`src/rtl/vcsc_pkg.sv`:
```
// Constants, types and helpers for the variable clock source control block
//
// Summary of operation
// RULE1: The first variable clock comes from a 4-bit divider whose ratio is the field value plus one, from 1 to 16.
// RULE2: The first divider counts the internal 24 MHz clock, or the external clock input when external clocking is selected.
// RULE3: The first divider ratio sits in bits 7:4 of the divider control register, 0h meaning divide by one and Fh by sixteen.
// RULE4: The second variable clock divides the first one again by the bits 3:0 field plus one.
// RULE5: Bit 7 of the oscillator source control register holds the PLL in low gain, and no other bit of it touches the PLL.
// RULE6: Bit 2 of the oscillator source control register moves the system clock tree from the internal oscillator to the external clock.
// RULE7: Outside signals, the 32 kHz clock among them, are resynchronised to the currently selected system clock source.
// RULE8: Software should keep PLL mode off while the external clock drives the system clock tree.
// RULE9: Bit 1 of the oscillator source control register turns the internal main oscillator off, unless the doubler overrides it.
// RULE10: While the doubler disable bit is zero the internal main oscillator is forced on.
// RULE11: Bit 0 of the oscillator source control register turns the doubler off.
// RULE12: Bits 6 to 3 of the oscillator source control register are reserved and do nothing.
// RULE13: Both registers reset to zero: divide by one, internal source, normal PLL gain, doubler on.
package vcsc_pkg;

   // ***************************************************************
   // Register map
   // ***************************************************************
   localparam int unsigned ADDR_W = 12;
   localparam int unsigned DATA_W = 32;
   localparam int unsigned REG_W = 8;
   localparam logic [ADDR_W-1:0] ADDR_DIV_CTRL = 12'h000;
   localparam logic [ADDR_W-1:0] ADDR_OSC_CTRL = 12'h004;
   localparam logic [REG_W-1:0] DIV_CTRL_RESET = 8'h00;
   localparam logic [REG_W-1:0] OSC_CTRL_RESET = 8'h00;
   localparam logic [DATA_W-1:0] READ_ZERO = 32'h0000_0000;

   // ***************************************************************
   // Field positions
   // ***************************************************************
   localparam int unsigned FIRST_HI = 7;
   localparam int unsigned FIRST_LO = 4;
   localparam int unsigned SECOND_HI = 3;
   localparam int unsigned SECOND_LO = 0;
   localparam int unsigned PLL_GAIN_BIT = 7;
   localparam int unsigned EXT_SEL_BIT = 2;
   localparam int unsigned MO_DIS_BIT = 1;
   localparam int unsigned DBL_DIS_BIT = 0;
   localparam int unsigned RATIO_W = 4;
   localparam logic [RATIO_W-1:0] RATIO_DIV1 = 4'h0;
   localparam logic [RATIO_W-1:0] COUNT_ONE = 4'h1;

   // ***************************************************************
   // Carriers
   // ***************************************************************
   typedef struct packed {
      logic [RATIO_W-1:0] first_ratio;
      logic [RATIO_W-1:0] second_ratio;
   } vcsc_div_ctrl_type;

   typedef struct packed {
      logic pll_low_gain;
      logic ext_sel;
      logic mo_dis;
      logic dbl_dis;
   } vcsc_osc_ctrl_type;

   typedef struct packed {
      logic pll_low_gain_select;
      logic external_clock_select;
      logic main_osc_enable;
      logic doubler_enable;
   } vcsc_osc_out_type;

   // ***************************************************************
   // Divider helpers
   // ***************************************************************
   function automatic logic [RATIO_W-1:0] vcsc_next_count(
      input logic [RATIO_W-1:0] cnt,
      input logic [RATIO_W-1:0] ratio);
      return (cnt >= ratio) ? RATIO_DIV1 : cnt + COUNT_ONE;
   endfunction

   function automatic logic vcsc_high_phase(
      input logic [RATIO_W-1:0] cnt,
      input logic [RATIO_W-1:0] ratio);
      return cnt <= (ratio >> 1);
   endfunction

endpackage

```
`src/rtl/vcsc_divider.sv`:
```
// Edge-counting divide-by-(ratio+1) stage for one variable clock
`timescale 1ns/1ns
module vcsc_divider (
   input wire logic pclk,
   input wire logic presetn,
   input wire logic in_level,
   input wire logic in_rise,
   input wire logic [vcsc_pkg::RATIO_W-1:0] ratio,
   output logic out_level,
   output logic out_rise
);

   logic [vcsc_pkg::RATIO_W-1:0] cnt;
   logic [vcsc_pkg::RATIO_W-1:0] next_cnt;

   assign next_cnt = vcsc_pkg::vcsc_next_count(cnt, ratio);

   // ***************************************************************
   // Input edge counter
   // ***************************************************************
   always_ff @(posedge pclk or negedge presetn) begin
      if (!presetn) begin
         cnt <= vcsc_pkg::RATIO_DIV1;
      end else if (in_rise) begin
         cnt <= next_cnt; // RULE1
      end
   end

   // ***************************************************************
   // Output clock and tick
   // ***************************************************************
   // Ratio zero passes the source through; even ratios run long high
   always_ff @(posedge pclk or negedge presetn) begin
      if (!presetn) begin
         out_level <= 1'b0;
      end else if (ratio == vcsc_pkg::RATIO_DIV1) begin
         out_level <= in_level; // RULE1
      end else if (in_rise) begin
         out_level <= vcsc_pkg::vcsc_high_phase(next_cnt, ratio); // RULE1
      end
   end

   always_ff @(posedge pclk or negedge presetn) begin
      if (!presetn) begin
         out_rise <= 1'b0;
      end else begin
         out_rise <= in_rise && (cnt >= ratio); // RULE1
      end
   end

   // ***************************************************************
   // Checks
   // ***************************************************************
   property p_div_tick;
      @(posedge pclk) disable iff (!presetn)
         (in_rise && cnt == ratio) |=> out_rise;
   endproperty
   a_div_tick: assert property (p_div_tick) // RULE1
      else $error("divider missed its tick");

   property p_div_no_early;
      @(posedge pclk) disable iff (!presetn)
         (in_rise && cnt < ratio) |=> !out_rise;
   endproperty
   a_div_no_early: assert property (p_div_no_early) // RULE1
      else $error("divider ticked before ratio reached");

endmodule

```
`src/rtl/vcsc_top.sv`:
```
// Variable clock source control: APB registers, source select, dividers
`timescale 1ns/1ns
module vcsc_top (
   input wire logic pclk,
   input wire logic presetn,
   input wire logic psel,
   input wire logic penable,
   input wire logic pwrite,
   input wire logic [vcsc_pkg::ADDR_W-1:0] paddr,
   input wire logic [vcsc_pkg::DATA_W-1:0] pwdata,
   output logic [vcsc_pkg::DATA_W-1:0] prdata,
   output logic pready,
   output logic pslverr,
   input wire logic main_oscillator_clock,
   input wire logic external_clock_input,
   input wire logic slow_clock_32k,
   output logic system_clock_tree,
   output logic system_clock_tick,
   output logic first_variable_clock,
   output logic first_variable_clock_tick,
   output logic second_variable_clock,
   output logic second_variable_clock_tick,
   output logic slow_clock_resync,
   output vcsc_pkg::vcsc_osc_out_type osc_ctrl
);

   // ***************************************************************
   // Registers and bus decode
   // ***************************************************************
   vcsc_pkg::vcsc_div_ctrl_type div_ctrl;
   vcsc_pkg::vcsc_osc_ctrl_type osc_src;
   logic setup_phase;
   logic access_phase;
   logic hit_div;
   logic hit_osc;
   logic unmapped;
   logic wr_div;
   logic wr_osc;
   logic [vcsc_pkg::DATA_W-1:0] next_prdata;

   assign setup_phase = psel && !penable;
   assign access_phase = psel && penable;
   assign hit_div = (paddr == vcsc_pkg::ADDR_DIV_CTRL);
   assign hit_osc = (paddr == vcsc_pkg::ADDR_OSC_CTRL);
   assign unmapped = !hit_div && !hit_osc;
   assign wr_div = access_phase && pwrite && hit_div;
   assign wr_osc = access_phase && pwrite && hit_osc;

   // Zero wait states; unmapped addresses answer with an error
   assign pready = 1'b1;
   assign pslverr = access_phase && unmapped;

   always_ff @(posedge pclk or negedge presetn) begin
      if (!presetn) begin
         div_ctrl <= vcsc_pkg::DIV_CTRL_RESET; // RULE13
      end else if (wr_div) begin
         div_ctrl.first_ratio <=
            pwdata[vcsc_pkg::FIRST_HI:vcsc_pkg::FIRST_LO]; // RULE3
         div_ctrl.second_ratio <=
            pwdata[vcsc_pkg::SECOND_HI:vcsc_pkg::SECOND_LO]; // RULE4
      end
   end

   // Reserved bits have no storage at all
   always_ff @(posedge pclk or negedge presetn) begin
      if (!presetn) begin
         osc_src <= {vcsc_pkg::OSC_CTRL_RESET[vcsc_pkg::PLL_GAIN_BIT],
            vcsc_pkg::OSC_CTRL_RESET[vcsc_pkg::EXT_SEL_BIT],
            vcsc_pkg::OSC_CTRL_RESET[vcsc_pkg::MO_DIS_BIT],
            vcsc_pkg::OSC_CTRL_RESET[vcsc_pkg::DBL_DIS_BIT]}; // RULE13
      end else if (wr_osc) begin
         osc_src.pll_low_gain <= pwdata[vcsc_pkg::PLL_GAIN_BIT]; // RULE5
         osc_src.ext_sel <= pwdata[vcsc_pkg::EXT_SEL_BIT]; // RULE6
         osc_src.mo_dis <= pwdata[vcsc_pkg::MO_DIS_BIT]; // RULE9
         osc_src.dbl_dis <= pwdata[vcsc_pkg::DBL_DIS_BIT]; // RULE11
      end
   end

   // Read data is prepared in the setup cycle
   always_comb begin
      next_prdata = vcsc_pkg::READ_ZERO;
      if (hit_div) begin
         next_prdata[vcsc_pkg::FIRST_HI:vcsc_pkg::FIRST_LO] =
            div_ctrl.first_ratio;
         next_prdata[vcsc_pkg::SECOND_HI:vcsc_pkg::SECOND_LO] =
            div_ctrl.second_ratio;
      end else if (hit_osc) begin
         next_prdata[vcsc_pkg::PLL_GAIN_BIT] = osc_src.pll_low_gain;
         next_prdata[vcsc_pkg::EXT_SEL_BIT] = osc_src.ext_sel;
         next_prdata[vcsc_pkg::MO_DIS_BIT] = osc_src.mo_dis;
         next_prdata[vcsc_pkg::DBL_DIS_BIT] = osc_src.dbl_dis; // RULE12
      end
   end

   always_ff @(posedge pclk or negedge presetn) begin
      if (!presetn) begin
         prdata <= vcsc_pkg::READ_ZERO;
      end else if (setup_phase && !pwrite) begin
         prdata <= next_prdata;
      end
   end

   // ***************************************************************
   // Oscillator control outputs
   // ***************************************************************
   // Software keeps PLL low gain off with the external source; RULE8
   always_ff @(posedge pclk or negedge presetn) begin
      if (!presetn) begin
         osc_ctrl <= '0;
      end else begin
         osc_ctrl.pll_low_gain_select <= osc_src.pll_low_gain; // RULE5
         osc_ctrl.external_clock_select <= osc_src.ext_sel; // RULE6
         osc_ctrl.main_osc_enable <=
            !osc_src.mo_dis || !osc_src.dbl_dis; // RULE9 RULE10
         osc_ctrl.doubler_enable <= !osc_src.dbl_dis; // RULE11
      end
   end

   // ***************************************************************
   // Source synchronisers
   // ***************************************************************
   logic int_s1;
   logic int_s2;
   logic int_s3;
   logic ext_s1;
   logic ext_s2;
   logic ext_s3;
   logic slow_s1;
   logic slow_s2;
   logic int_rise;
   logic ext_rise;
   logic src_level;
   logic src_rise;

   always_ff @(posedge pclk or negedge presetn) begin
      if (!presetn) begin
         int_s1 <= 1'b0;
         int_s2 <= 1'b0;
         int_s3 <= 1'b0;
      end else begin
         int_s1 <= main_oscillator_clock;
         int_s2 <= int_s1;
         int_s3 <= int_s2;
      end
   end

   always_ff @(posedge pclk or negedge presetn) begin
      if (!presetn) begin
         ext_s1 <= 1'b0;
         ext_s2 <= 1'b0;
         ext_s3 <= 1'b0;
      end else begin
         ext_s1 <= external_clock_input;
         ext_s2 <= ext_s1;
         ext_s3 <= ext_s2;
      end
   end

   always_ff @(posedge pclk or negedge presetn) begin
      if (!presetn) begin
         slow_s1 <= 1'b0;
         slow_s2 <= 1'b0;
      end else begin
         slow_s1 <= slow_clock_32k;
         slow_s2 <= slow_s1;
      end
   end

   assign int_rise = int_s2 && !int_s3;
   assign ext_rise = ext_s2 && !ext_s3;
   assign src_level = osc_src.ext_sel ? ext_s2 : int_s2; // RULE2 RULE6
   assign src_rise = osc_src.ext_sel ? ext_rise : int_rise; // RULE2

   // ***************************************************************
   // System clock tree and resynchronised slow clock
   // ***************************************************************
   always_ff @(posedge pclk or negedge presetn) begin
      if (!presetn) begin
         system_clock_tree <= 1'b0;
         system_clock_tick <= 1'b0;
      end else begin
         system_clock_tree <= src_level; // RULE6
         system_clock_tick <= src_rise; // RULE6
      end
   end

   // The slow clock only moves on a rising edge of the selected source
   always_ff @(posedge pclk or negedge presetn) begin
      if (!presetn) begin
         slow_clock_resync <= 1'b0;
      end else if (src_rise) begin
         slow_clock_resync <= slow_s2; // RULE7
      end
   end

   // ***************************************************************
   // Variable clock dividers
   // ***************************************************************
   vcsc_divider u_first_div (
      .pclk(pclk),
      .presetn(presetn),
      .in_level(src_level),
      .in_rise(src_rise),
      .ratio(div_ctrl.first_ratio),
      .out_level(first_variable_clock),
      .out_rise(first_variable_clock_tick)
   ); // RULE1 RULE2

   vcsc_divider u_second_div (
      .pclk(pclk),
      .presetn(presetn),
      .in_level(first_variable_clock),
      .in_rise(first_variable_clock_tick),
      .ratio(div_ctrl.second_ratio),
      .out_level(second_variable_clock),
      .out_rise(second_variable_clock_tick)
   ); // RULE4

   // ***************************************************************
   // Checks
   // ***************************************************************
   property p_source_select;
      @(posedge pclk) disable iff (!presetn)
         src_rise |=> first_variable_clock_tick
            || (div_ctrl.first_ratio != vcsc_pkg::RATIO_DIV1)
            || $past(wr_div);
   endproperty
   a_source_select: assert property (p_source_select) // RULE2
      else $error("divide-by-one first clock missed a source edge");

   property p_first_field;
      @(posedge pclk) disable iff (!presetn)
         wr_div |=> div_ctrl.first_ratio ==
            $past(pwdata[vcsc_pkg::FIRST_HI:vcsc_pkg::FIRST_LO]);
   endproperty
   a_first_field: assert property (p_first_field) // RULE3
      else $error("first ratio not taken from upper nibble");

   property p_second_field;
      @(posedge pclk) disable iff (!presetn)
         wr_div |=> div_ctrl.second_ratio ==
            $past(pwdata[vcsc_pkg::SECOND_HI:vcsc_pkg::SECOND_LO]);
   endproperty
   a_second_field: assert property (p_second_field) // RULE4
      else $error("second ratio not taken from lower nibble");

   property p_pll_gain;
      @(posedge pclk) disable iff (!presetn)
         wr_osc ##1 1'b1 |=> osc_ctrl.pll_low_gain_select ==
            $past(pwdata[vcsc_pkg::PLL_GAIN_BIT], 2);
   endproperty
   a_pll_gain: assert property (p_pll_gain) // RULE5
      else $error("pll low gain does not follow bit 7");

   property p_tree_source;
      @(posedge pclk) disable iff (!presetn)
         osc_src.ext_sel && $stable(osc_src.ext_sel)
            |=> system_clock_tree == $past(ext_s2);
   endproperty
   a_tree_source: assert property (p_tree_source) // RULE6
      else $error("system clock tree not on external clock");

   property p_slow_resync;
      @(posedge pclk) disable iff (!presetn)
         !src_rise |=> $stable(slow_clock_resync);
   endproperty
   a_slow_resync: assert property (p_slow_resync) // RULE7
      else $error("slow clock moved off a system clock edge");

   property p_osc_enable;
      @(posedge pclk) disable iff (!presetn)
         presetn && $stable(osc_src) ##1 1'b1
            |-> osc_ctrl.main_osc_enable ==
            !($past(osc_src.mo_dis) && $past(osc_src.dbl_dis));
   endproperty
   a_osc_enable: assert property (p_osc_enable) // RULE9
      else $error("main oscillator enable wrong");

   property p_doubler_forces_osc;
      @(posedge pclk) disable iff (!presetn)
         presetn && !osc_src.dbl_dis |=> osc_ctrl.main_osc_enable
            && osc_ctrl.doubler_enable;
   endproperty
   a_doubler_forces_osc: assert property (p_doubler_forces_osc) // RULE10
      else $error("doubler on but main oscillator off");

   property p_doubler_off;
      @(posedge pclk) disable iff (!presetn)
         osc_src.dbl_dis |=> !osc_ctrl.doubler_enable;
   endproperty
   a_doubler_off: assert property (p_doubler_off) // RULE11
      else $error("doubler not disabled");

   property p_reserved_zero;
      @(posedge pclk) disable iff (!presetn)
         (setup_phase && !pwrite && hit_osc)
            |=> prdata[vcsc_pkg::PLL_GAIN_BIT-1:vcsc_pkg::EXT_SEL_BIT+1]
               == '0;
   endproperty
   a_reserved_zero: assert property (p_reserved_zero) // RULE12
      else $error("reserved bits read nonzero");

   property p_reset_zero;
      @(posedge pclk) $rose(presetn)
         |-> div_ctrl == vcsc_pkg::DIV_CTRL_RESET && osc_src == '0;
   endproperty
   a_reset_zero: assert property (p_reset_zero) // RULE13
      else $error("registers not zero after reset");

endmodule

```
`config.mk`:
```
export PLATFORM = sky130hd
export DESIGN_NAME = vcsc_top
export DESIGN_NICKNAME = d
export VERILOG_FILES = /design/src/rtl/vcsc_pkg.sv /design/src/rtl/vcsc_divider.sv /design/src/rtl/vcsc_top.sv
export SDC_FILE = /design/constraint.sdc
export NUM_CORES = 1
export LEC_CHECK = 0
export ABC_AREA = 1
export BUFFER_PORTS_ARGS = -buffer_cell sky130_fd_sc_hd__buf_2
export CAP_MARGIN = 25
export CORE_ASPECT_RATIO = 1.25
export CORE_UTILIZATION = 53
export DETAILED_ROUTE_END_ITERATION = 10
export HOLD_SLACK_MARGIN = 0.1
export PLACE_DENSITY = 0.85
export SLEW_MARGIN = 20
export SYNTH_ARGS = -nofsm -noshare
export SYNTH_HDL_FRONTEND = slang
export SYNTH_SLANG_ARGS = --single-unit
```
`constraint.sdc`:
```
create_clock -name pclk -period 3.8 [get_ports pclk]
set_input_delay 0.19 -clock pclk [delete_from_list [all_inputs] [get_ports pclk]]
set_output_delay 0.19 -clock pclk [all_outputs]
set_load 0.05 [all_outputs]
```
* Word level (Yosys, flattened, before mapping)
Index checks and enable logic that the tools add are counted.
Cells by class: $add $sub $neg 2, $lt $le $gt $ge 4, equal/unequal tests 1, mux-type cells 13, reduce and logical (&&, ||, !) cells 26
Operators with widths (count):
- $eq 12x3->1 const B | 1
- $logic_and 1x1->1 | 12
- $logic_not 12->1 | 1
- $mux 4 | 3
- $add 4x1->4 const B | 2
- $ge 4x4->1 | 2
- $le 4x3->1 | 2
- $logic_not 1->1 | 8
- $logic_not 4->1 | 2
- $mux 1 | 8
- $mux 3 | 2
- $reduce_bool 2->1 | 2
- $logic_or 1x1->1 | 1
Word-level totals: bits in registers 47, bits of input ports 52, logic and storage cells 74

* Logic depth before layout (Yosys ltp)
Gate-level depths: netlist of run 1.
word-level depth 5, depth in mapped cells 16, gate-level depth less buffers 16

* Hierarchy
A second synthesis of run 1 with hierarchy kept.
Second synthesis, totals: cell total of the unflattened synthesis 311, area, all modules 2632.5 µm²
By module, submodules not included:
- vcsc_top | instances 1, cells each 167, area an instance 1619.1 µm², sequential area each 875.8 µm²
- vcsc_divider | instances 2, cells each 72, area an instance 506.7 µm², sequential area each 150.1 µm²

* Worst setup path before layout of run 1
No wires, ideal clock.
path kind register -> register, start point reg div_ctrl[7] (netlist name), end point reg u_first_div.out_level, setup time 65 ps, arrival 1913 ps, slack 1822 ps, cell stages (with the launch flop) 13, clock period less this slack 1978 ps, path through dfrtp_1 > inv_1 > ha_1 > a21oi_1 > nand2_1 > a21oi_1 > ha_1 > nand2_1 > nand2_1 > o21a_1 > nor2_1 > nand2_1 > nand2_1
On the way: longest elaborated chain between the ends 5
RTL lines:
- start, declared | line vcsc_top.sv:30 | vcsc_pkg::vcsc_div_ctrl_type div_ctrl;
- start signal, assigned | line vcsc_top.sv:55 | div_ctrl <= vcsc_pkg::DIV_CTRL_RESET;
- $ge 4x4->1 | line vcsc_pkg.sv:74 | return (cnt >= ratio) ? RATIO_DIV1 : cnt + COUNT_ONE;
- $mux 4 | line vcsc_pkg.sv:74
- named net u_first_div.next_cnt (one bit) | line vcsc_divider.sv:14 | logic [vcsc_pkg::RATIO_W-1:0] next_cnt;
- $le 4x3->1 | line vcsc_pkg.sv:80 | return cnt <= (ratio >> 1);
- $mux 1 | line vcsc_divider.sv:38 | end else if (in_rise) begin
- $mux 1 | line vcsc_divider.sv:36 | end else if (ratio == vcsc_pkg::RATIO_DIV1) begin
- end signal, assigned | line vcsc_divider.sv:37 | out_level <= in_level;
- end signal, assigned | line vcsc_divider.sv:39 | out_level <= vcsc_pkg::vcsc_high_phase(next_cnt, ratio);
- end, declared | line vcsc_divider.sv:9 | output logic out_level,
The timed path passes the listed nets, and every way through them passes these cells. The select of a mux whose other input is x is not followed. A chain may end at the register's enable or synchronous reset.

* Final worst setup path of run 1
Same ends and word-level chain as after synthesis.

==> impl_metrics.yaml, run 1 <==
layout:
  finalNonFillerCells: 426
  n_fill_cell: 418
  seq_area_um2: 1180
  final_nets: 433
  multi_input_comb_area_um2: 1140
  final_common_cell: "nand2_1"
  area_growth_pct: 12.5
  final_cell_mix: "86 x nand2_1, 47 x dfrtp_1, 46 x inv_1, 46 x buf_2, 25 x conb_1"
  drive_gt1_frac: 0.202
  n_antenna_cell: 0
floorplanning:
  ios: 97
  die-width_um: 64.8
  core-area_um2: 4730
  row_count: 28
  start_util: 0.552
  die_h_um: 80.4
  die-area_um2: 5210
sta:
  slew_violations: 0
  fin_crit_sh: 0.611
  tightest_slew_ns: 0.566
  hold_ws_ns: 0.143
  relSlewSlack: 0.623
  skew_ns: 0.00363
  fmax_ghz: 0.431
  rsz0062_at_grt: "false"
  tns_ns: 0
  period_needed_ns: 2.32
  final-hold-violation-count: 0
  setup_violations: 0
global_routing:
  grt_pass1_wl_mm: 8.20
  antenna_found_initial: 0
  grt_usage: 0.208
  grt_pass1_vias: 1893
  grt_max_degree: 48
  overflow: 0
clock_tree:
  cts_tree: "done"
  clock_sinks: 47
  cts_root_buf: "clkbuf_8"
  clk_path_buf_depth: 2
  clk_transition_reported_paths_ns: 0.09
  numCtsBuffers: 5
  htreeDepth: 2
  clk_latency_ns: 0.30
routing:
  via_count: 2023
  vias_per_cell: 4.75
  postRouteAntennaNets: 0
  drt-total-wl_mm: 4.69
  drc: 0
  first_pass_iters: 4
  routedWlPerCell_um: 11.0
  first_iter_violations: 83
pwr:
  ir_drop_v: 0.000285
  p_total_mw: 0.950
  p_leak_nw: 1.66
  p_per_area_nw_per_um2: 324
setup_path:
  reg2reg_slack_ns: 1.48
  cp.arrival_ns: 2.57
  worstPathRequired_ns: 4.05
  crit_type: "reg2reg"
  cp-start-kind: "register"
  worstSetupEndpointType: "register"
  path_max_fanout: 6
synth:
  synth-seq-cells: 47
  synth_cell_types: 25
  avgSynthCellArea_um2: 8.39
  seq_area_frac_synth: 0.451
  yosys_warnings: 0
  synth_area_um2: 2610
  syn_inst: 311
placement:
  gp_congestion: 0.855
  dpl.cell_count: 414
  dp_hpwl_mm: 3.61
  io_buffers: 47
run_status:
  outcome: "completed"
flow_run:
  drv_cap: 0
hold_path:
  hp-class: "in2reg"
[cells in the mapped netlist, drive strengths merged]
cell	n	area share
o21ai	25	0.059
ha	16	0.077
and2	1	0.0024
nand3b	3	0.010
buf	27	0.079
a21oi	6	0.012
nand3	23	0.049
nand2	89	0.13
nand4	6	0.014
conb	2	0.0029
o21a	1	0.0029
dfrtp	47	0.45
nor2	15	0.030
nor3	1	0.0062
inv	46	0.066
or2	2	0.0048
a21boi	1	0.0029
[state kept, by name, indices dropped and copies added (netlist names)]
name	flops
div_ctrl	8
ext_s1	1
ext_s2	1
ext_s3	1
int_s1	1
int_s2	1
int_s3	1
osc_ctrl	4
osc_src	4
prdata	8
slow_clock_resync	1
slow_s1	1
slow_s2	1
system_clock_tick	1
system_clock_tree	1
u_first_div.cnt	4
u_first_div.out_level	1
u_first_div.out_rise	1
u_second_div.cnt	4
u_second_div.out_level	1
u_second_div.out_rise	1
[final timing paths]
check / from / cells after the start / end
max: div_ctrl[7] / 12 / u_first_div.out_level
min: pwdata[6] / 3 / div_ctrl[6]
max reg2reg: div_ctrl[7] / 12 / u_first_div.out_level
min reg2reg: ext_s1 / 0 / ext_s2
max in group asynchronous: presetn / 2 / osc_ctrl[0]
min in group asynchronous: presetn / 2 / u_first_div.cnt[2]
[worst max-delay path: stages, from the launching register on]
cell	delay, ns
dfrtp_1	0.40
inv_1	0.11
ha_1	0.32
a21oi_1	0.40
nand2_1	0.14
a21oi_1	0.14
ha_1	0.28
nand2_1	0.07
nand2_1	0.05
o21a_1	0.17
nor2_1	0.08
nand2_1	0.05
nand2_1	0.06
[report_power, final]
group	leakage, nW	internal [mW]	switching, mW
registers	0.616	0.509	0.00460
logic	1.00	0.0230	0.106
clock network	0.0408	0.132	0.176
[cells by family after synthesis]
family                   synth area share
AO/OA/AOI/OAI                      0.0767
adder cells (fa/ha/maj)            0.0767
buffers and inverters               0.145
flip-flops                          0.451
other                             0.00288
AND/OR/NAND/NOR                     0.247
[final cells by class]
type	count	share of cell area
clock inverter	3	0.00810
sequential	47	0.401
inverter	46	0.0588
clock buffer	5	0.0235
timing repair buffer	51	0.0947
tap	60	0.0256
multi-input combinational	214	0.388
[layer usage]
layer	wire length, um	track usage
met5	0	0
met4	66	0.0822
met3	162	0.0426
met2	2510	0.377
met1	1960	0.233
[per-stage QoR]
step / util / area [um2] / setup WS, ns
after global routing: 0.620 / 2930 / 1.24
after global placement: 0.592 / 2800 / 1.59
after floorplan: - / 2700 / 1.82
final: 0.620 / 2930 / 1.48
after detailed placement: 0.592 / 2800 / 1.53
after CTS: 0.620 / 2930 / 1.50
[repair_timing]
action                    CTS  global route
setup buffers               0             0
hold endpoints to repair   50             0
gates resized for setup     0             0
hold buffers                4             0
Note: power is estimated with default switching activity, not from simulation.
==> run 2: changes to the inputs <==
--- a/config.mk
+++ b/config.mk
@@ -9,10 +9,10 @@
 export BUFFER_PORTS_ARGS = -buffer_cell sky130_fd_sc_hd__buf_2
 export CAP_MARGIN = 25
 export CORE_ASPECT_RATIO = 1.25
-export CORE_UTILIZATION = 53
+export CORE_UTILIZATION = 45
 export DETAILED_ROUTE_END_ITERATION = 10
 export HOLD_SLACK_MARGIN = 0.1
-export PLACE_DENSITY = 0.85
+export PLACE_DENSITY = 0.77
 export SLEW_MARGIN = 20
 export SYNTH_ARGS = -nofsm -noshare
 export SYNTH_HDL_FRONTEND = slang
==> constraint.sdc (replaced) <==
create_clock -name pclk -period 1.9 [get_ports pclk]
set_input_delay 0.095 -clock pclk [delete_from_list [all_inputs] [get_ports pclk]]
set_output_delay 0.095 -clock pclk [all_outputs]
set_load 0.05 [all_outputs]
==> run 2 against run 1 <==
  * The run now ends with negative setup slack left
  * Via count up 16%
  * Non-clock buffer count up 59
  * Utilization up 4.2 points
  * Routed wire length up 31%
  * Flip-flop and latch count unchanged
  * Clock skew up 0.0079 ns
  * First-iteration DRC count up 22%
==> impl_metrics.yaml, run 2 (synthesis gave the netlist of run 1 again) <==
setup_path:
  startpoint: "div_ctrl[3]"
  worstSetupEndpointType: "register"
  reg2reg_slack_ns: -0.20
  path_max_fanout: 5
  cp.arrival_ns: 2.31
  crit_type: "reg2reg"
  worstPathRequired_ns: 2.11
  cp-start-kind: "register"
  r2r_start: "div_ctrl[3]"
layout:
  final_nets: 492
  final_common_cell: "nand2_1"
  reg_top3: "div_ctrl: 8 flops, prdata: 8 flops"
  final_cell_mix: "76 x nand2_1, 47 x dfrtp_1, 47 x buf_2, 46 x buf_4, 37 x inv_1"
  n_antenna_cell: 0
  drive_gt1_frac: 0.376
  final_cell_area_um2: 3650
  n_fill_cell: 437
  area_growth_pct: 40.1
global_routing:
  overflow: 0
  grt_pass1_vias: 2322
  grt_pass1_wl_mm: 9.86
  grt_usage: 0.203
  grt_max_degree: 48
  antenna_found_initial: 0
clock_tree:
  cts_tree: "done"
  htreeDepth: 2
  cts_root_buf: "clkbuf_8"
  clk_transition_reported_paths_ns: 0.09
  clock_sinks: 47
  clk_latency_ns: 0.31
  clk_path_buf_depth: 2
  numCtsBuffers: 5
sta:
  period_needed_ns: 2.10
  fin_crit_sh: 1.10
  final-hold-violation-count: 0
  tightest_slew_ns: 0.566
  skew_ns: 0.0116
  setup_violations: 2
  worst_slack_ns: -0.198
  fmax_ghz: 0.477
  rsz0062_at_grt: "true"
  slew_violations: 0
  relSlewSlack: 0.623
routing:
  routedWlPerCell_um: 12.6
  drc: 0
  postRouteAntennaNets: 0
  drt-total-wl_mm: 6.15
  vias_per_cell: 4.81
  first_iter_violations: 101
  first_pass_iters: 4
  via_count: 2350
pwr:
  p_total_mw: 2.09
  p_per_area_nw_per_um2: 572
  ir_drop_v: 0.000423
  p_leak_nw: 1.97
floorplanning:
  row_count: 30
  die_h_um: 87.1
  start_util: 0.473
  die-width_um: 70.1
  die-area_um2: 6110
  core-area_um2: 5520
  ios: 97
run_status:
  outcome: "finished, violations left"
  violations: "negative setup slack"
flow_run:
  drv_cap: 0
hold_path:
  hp-class: "in2reg"
  hp-start: "penable"
placement:
  gp_congestion: 0.802
  io_buffers: 47
  dp_hpwl_mm: 4.01
  placed_cell_area_um2: 3040
run 2: cell count changes in the layout (fill, tap and decap cells not counted), sizes merged:
cell | before | now
buf | 47 | 96
clkinvlp | 2 | 0
clkbuf | 5 | 6
bufinv | 0 | 1
dlygate4sd3 | 4 | 14
run 2: report_power, final:
part           leakage [nW]  total (mW)  internal, mW  switching (mW)
registers             0.616        1.03          1.02         0.00930
logic                  1.29       0.281        0.0634           0.218
clock network        0.0618       0.782         0.433           0.350
total                  1.97        2.09          1.51           0.577
run 2: timing repair:
action,in CTS,in global routing
setup buffers,14,7
resized for setup,23,23
hold buffers,14,0
hold endpoints to repair,64,0
pin swaps,19,22
setup endpoints to repair,2,4
run 2: routing by layer:
metal | track usage | vias up | share of wire
li1 | - | 1154 | -
met1 | 0.222 | 1113 | 0.39
met2 | 0.378 | 60 | 0.54
met3 | 0.0359 | 23 | 0.029
met4 | 0.100 | 0 | 0.037
met5 | 0 | - | 0
run 2: final cells by class:
cell class,count,area [um2],share of cell area
clock buffer,6,82.6,0.0226
clock inverter,2,38.8,0.0106
inverter,46,173,0.0472
multi-input combinational,214,1350,0.369
sequential,47,1180,0.322
tap,64,80.1,0.0219
timing repair buffer,110,754,0.206
run 2: final timing paths:
path / to / cells past startpoint
setup / recovery: u_second_div.out_level / 11
hold / removal: prdata[0] / 4
setup reg to reg: u_second_div.out_level / 11
hold reg to reg: ext_s2 / 0
max in group asynchronous: osc_src[2] / 3
min in group asynchronous: u_second_div.out_level / 3
run 2: per-stage QoR:
stage	cells	TNS [ns]	setup WS, ns	hold slack [ns]	util
5_1_grt	489	-0.458	-0.244	0.127	0.662
6_report	489	-0.279	-0.198	0.110	0.662
2_1_floorplan	334	-0.0320	-0.0320	-0.201	-
3_5_place_dp	449	-0.230	-0.137	0.204	0.552
3_3_place_gp	449	-0.0862	-0.0645	0.204	0.552
4_1_cts	485	-0.168	-0.0603	0.104	0.636
run 2: critical path, cell delays in order, from the launching register on:
cell and delay, ns:
dfrtp_1 0.41, inv_2 0.12, ha_4 0.23, a21oi_2 0.23
buf_4 0.20, nand3_2 0.10, ha_1 0.19, nand3b_1 0.19
nand2_1 0.12, a21oi_2 0.07, nand2_1 0.08, nand2_1 0.06
==> run 3: changes to the inputs <==
--- a/config.mk
+++ b/config.mk
@@ -9,11 +9,11 @@
 export BUFFER_PORTS_ARGS = -buffer_cell sky130_fd_sc_hd__buf_2
 export CAP_MARGIN = 25
 export CORE_ASPECT_RATIO = 1.25
+export CORE_MARGIN = 2
 export CORE_UTILIZATION = 45
 export DETAILED_ROUTE_END_ITERATION = 10
 export HOLD_SLACK_MARGIN = 0.1
-export PLACE_DENSITY = 0.77
-export SLEW_MARGIN = 20
+export PLACE_DENSITY_LB_ADDON = 0.25
 export SYNTH_ARGS = -nofsm -noshare
 export SYNTH_HDL_FRONTEND = slang
 export SYNTH_SLANG_ARGS = --single-unit
==> run 3 against run 2 <==
  * Combinational power hardly changed
  * Total power decreased by 8.1%
  * Clock skew shrank 0.0020 ns
  * Global-route usage is 1.4 points lower
  * The run still ends with negative setup slack left
  * Routed wire length down 11%
==> impl_metrics.yaml, run 3 (synthesis gave the netlist of run 1 again) <==
global_routing:
  overflow: 0
  grt_pass1_wl_mm: 9.48
  grt_pass1_vias: 2160
  grt_usage: 0.189
  grt_max_degree: 25
  antenna_found_initial: 0
routing:
  first_pass_iters: 4
  drt-total-wl_mm: 5.48
  first_iter_violations: 137
  via_count: 2237
  drc: 0
  vias_per_cell: 4.68
  postRouteAntennaNets: 0
  routedWlPerCell_um: 11.5
clock_tree:
  cts_root_buf: "clkbuf_8"
  numCtsBuffers: 5
  clk_transition_reported_paths_ns: 0.09
  clk_latency_ns: 0.30
  htreeDepth: 2
  cts_tree: "done"
  clock_sinks: 47
  clk_path_buf_depth: 2
sta:
  rsz0062_at_grt: "true"
  fmax_ghz: 0.512
  skew_ns: 0.00960
  fin_crit_sh: 1.03
  slew_violations: 0
  tightest_slew_ns: 0.579
  hold_ws_ns: 0.108
  tns_ns: -0.0656
  relSlewSlack: 0.614
  final-hold-violation-count: 0
  worst_slack_ns: -0.0533
  setup_violations: 2
  period_needed_ns: 1.95
layout:
  multi_input_comb_area_um2: 1240
  drive_gt1_frac: 0.320
  final_common_cell: "nand2_1"
  n_fill_cell: 527
  final_nets: 479
  n_antenna_cell: 0
  reg_top3: "div_ctrl: 8 flops, prdata: 8 flops"
  area_growth_pct: 31.2
  seq_area_um2: 1180
  finalNonFillerCells: 478
  final_cell_mix: "82 x nand2_1, 47 x dfrtp_1, 47 x buf_2, 41 x inv_1, 35 x buf_4"
  postLayoutCoreUtil: 0.600
floorplanning:
  die_h_um: 89.1
  die-width_um: 72.1
  die-area_um2: 6430
  row_count: 31
  ios: 97
  start_util: 0.458
  core-area_um2: 5700
run_status:
  violations: "negative setup slack"
  outcome: "finished, violations left"
setup_path:
  crit_type: "reg2reg"
  path_max_fanout: 5
  worstPathRequired_ns: 2.15
  startpoint: "div_ctrl[7]"
  worstSetupEndpointType: "register"
  cp-start-kind: "register"
  cp.arrival_ns: 2.20
  r2r_start: "div_ctrl[7]"
  reg2reg_slack_ns: -0.05
placement:
  dpl.cell_count: 449
  dp_hpwl_mm: 4.06
  io_buffers: 47
  gp_congestion: 0.903
pwr:
  p_switching_mw: 0.578
  internal_power_mw: 1.34
  p_leak_nw: 1.90
  ir_drop_v: 0.000410
  p_per_area_nw_per_um2: 562
  power_frac_seq: 0.534
  p_total_mw: 1.92
  clockPowerShare: 0.321
  combPwrFrac: 0.145
  swShare: 0.301
hold_path:
  hp-start: "pwrite"
  hp-class: "in2reg"
flow_run:
  drv_cap: 0
==> run 3: changes by cell type in the layout (fill, tap and decap cells not counted), sizes merged <==
cell	before	now
buf	96	85
clkbuf	6	5
clkinv	0	2
dlygate4sd3	14	12
bufinv	1	0
==> run 3: final timing paths <==
| kind | end | depth (start not counted) |
|---|---|---|
| setup / recovery | u_first_div.out_level | 13 |
| hold / removal | prdata[7] | 4 |
| hold reg to reg | int_s2 | 0 |
| setup reg to reg | u_first_div.out_level | 13 |
| min in group asynchronous | u_second_div.cnt[2] | 2 |
| max in group asynchronous | u_first_div.cnt[1] | 3 |
==> run 3: timing repair <==
action / in CTS / in global routing
endpoints found under the hold margin: 36 / 0
buffers inserted: 5 / 4
hold buffers: 12 / 0
gates resized for setup: 18 / 5
pin swaps: 11 / 11
cloned: 0 / 0
setup endpoints to repair: 2 / 2
==> run 3: worst max-delay path, cell delays in order, from the launching register on <==
cell,delay (ns)
dfrtp_1,0.40
inv_2,0.09
ha_4,0.22
a21oi_4,0.16
buf_4,0.15
nand3_1,0.11
inv_1,0.07
ha_1,0.23
nand2_1,0.07
nor2_1,0.04
o21a_1,0.17
nor2_1,0.09
nand2_1,0.05
nand2_1,0.06
==> run 3: cell type report <==
class                      count  area share
inverter                      46      0.0505
sequential                    47       0.344
clock buffer                   5      0.0201
multi-input combinational    214       0.362
timing repair buffer          97       0.193
clock inverter                 3     0.00658
tap                           66      0.0241
==> run 3: layer usage <==
layer  GRT usage  vias up  routed length [um]
met5           0        -                   0
met4      0.0720        0                 109
met3      0.0237        8                 162
met2       0.356       45                2910
met1       0.217     1051                2300
li1            -     1133                   -
==> run 3: metrics by stage <==
step           worst slack (ns)  instance area (um2)
5_1_grt                  -0.206                 3420
3_5_place_dp            -0.0939                 3040
4_1_cts                 -0.0248                 3360
2_1_floorplan           -0.0320                 2700
3_3_place_gp            -0.0664                 3040
6_report                -0.0533                 3420
==> run 3: power groups by stage <==
stage               clock (mW)  combinational (mW)  sequential, mW
floorplan                    0               0.191            1.08
global route             0.685               0.301            1.03
finish                   0.616               0.279            1.03
global placement             0               0.259            1.05
CTS                      0.636               0.281            1.03
detailed placement           0               0.261            1.05
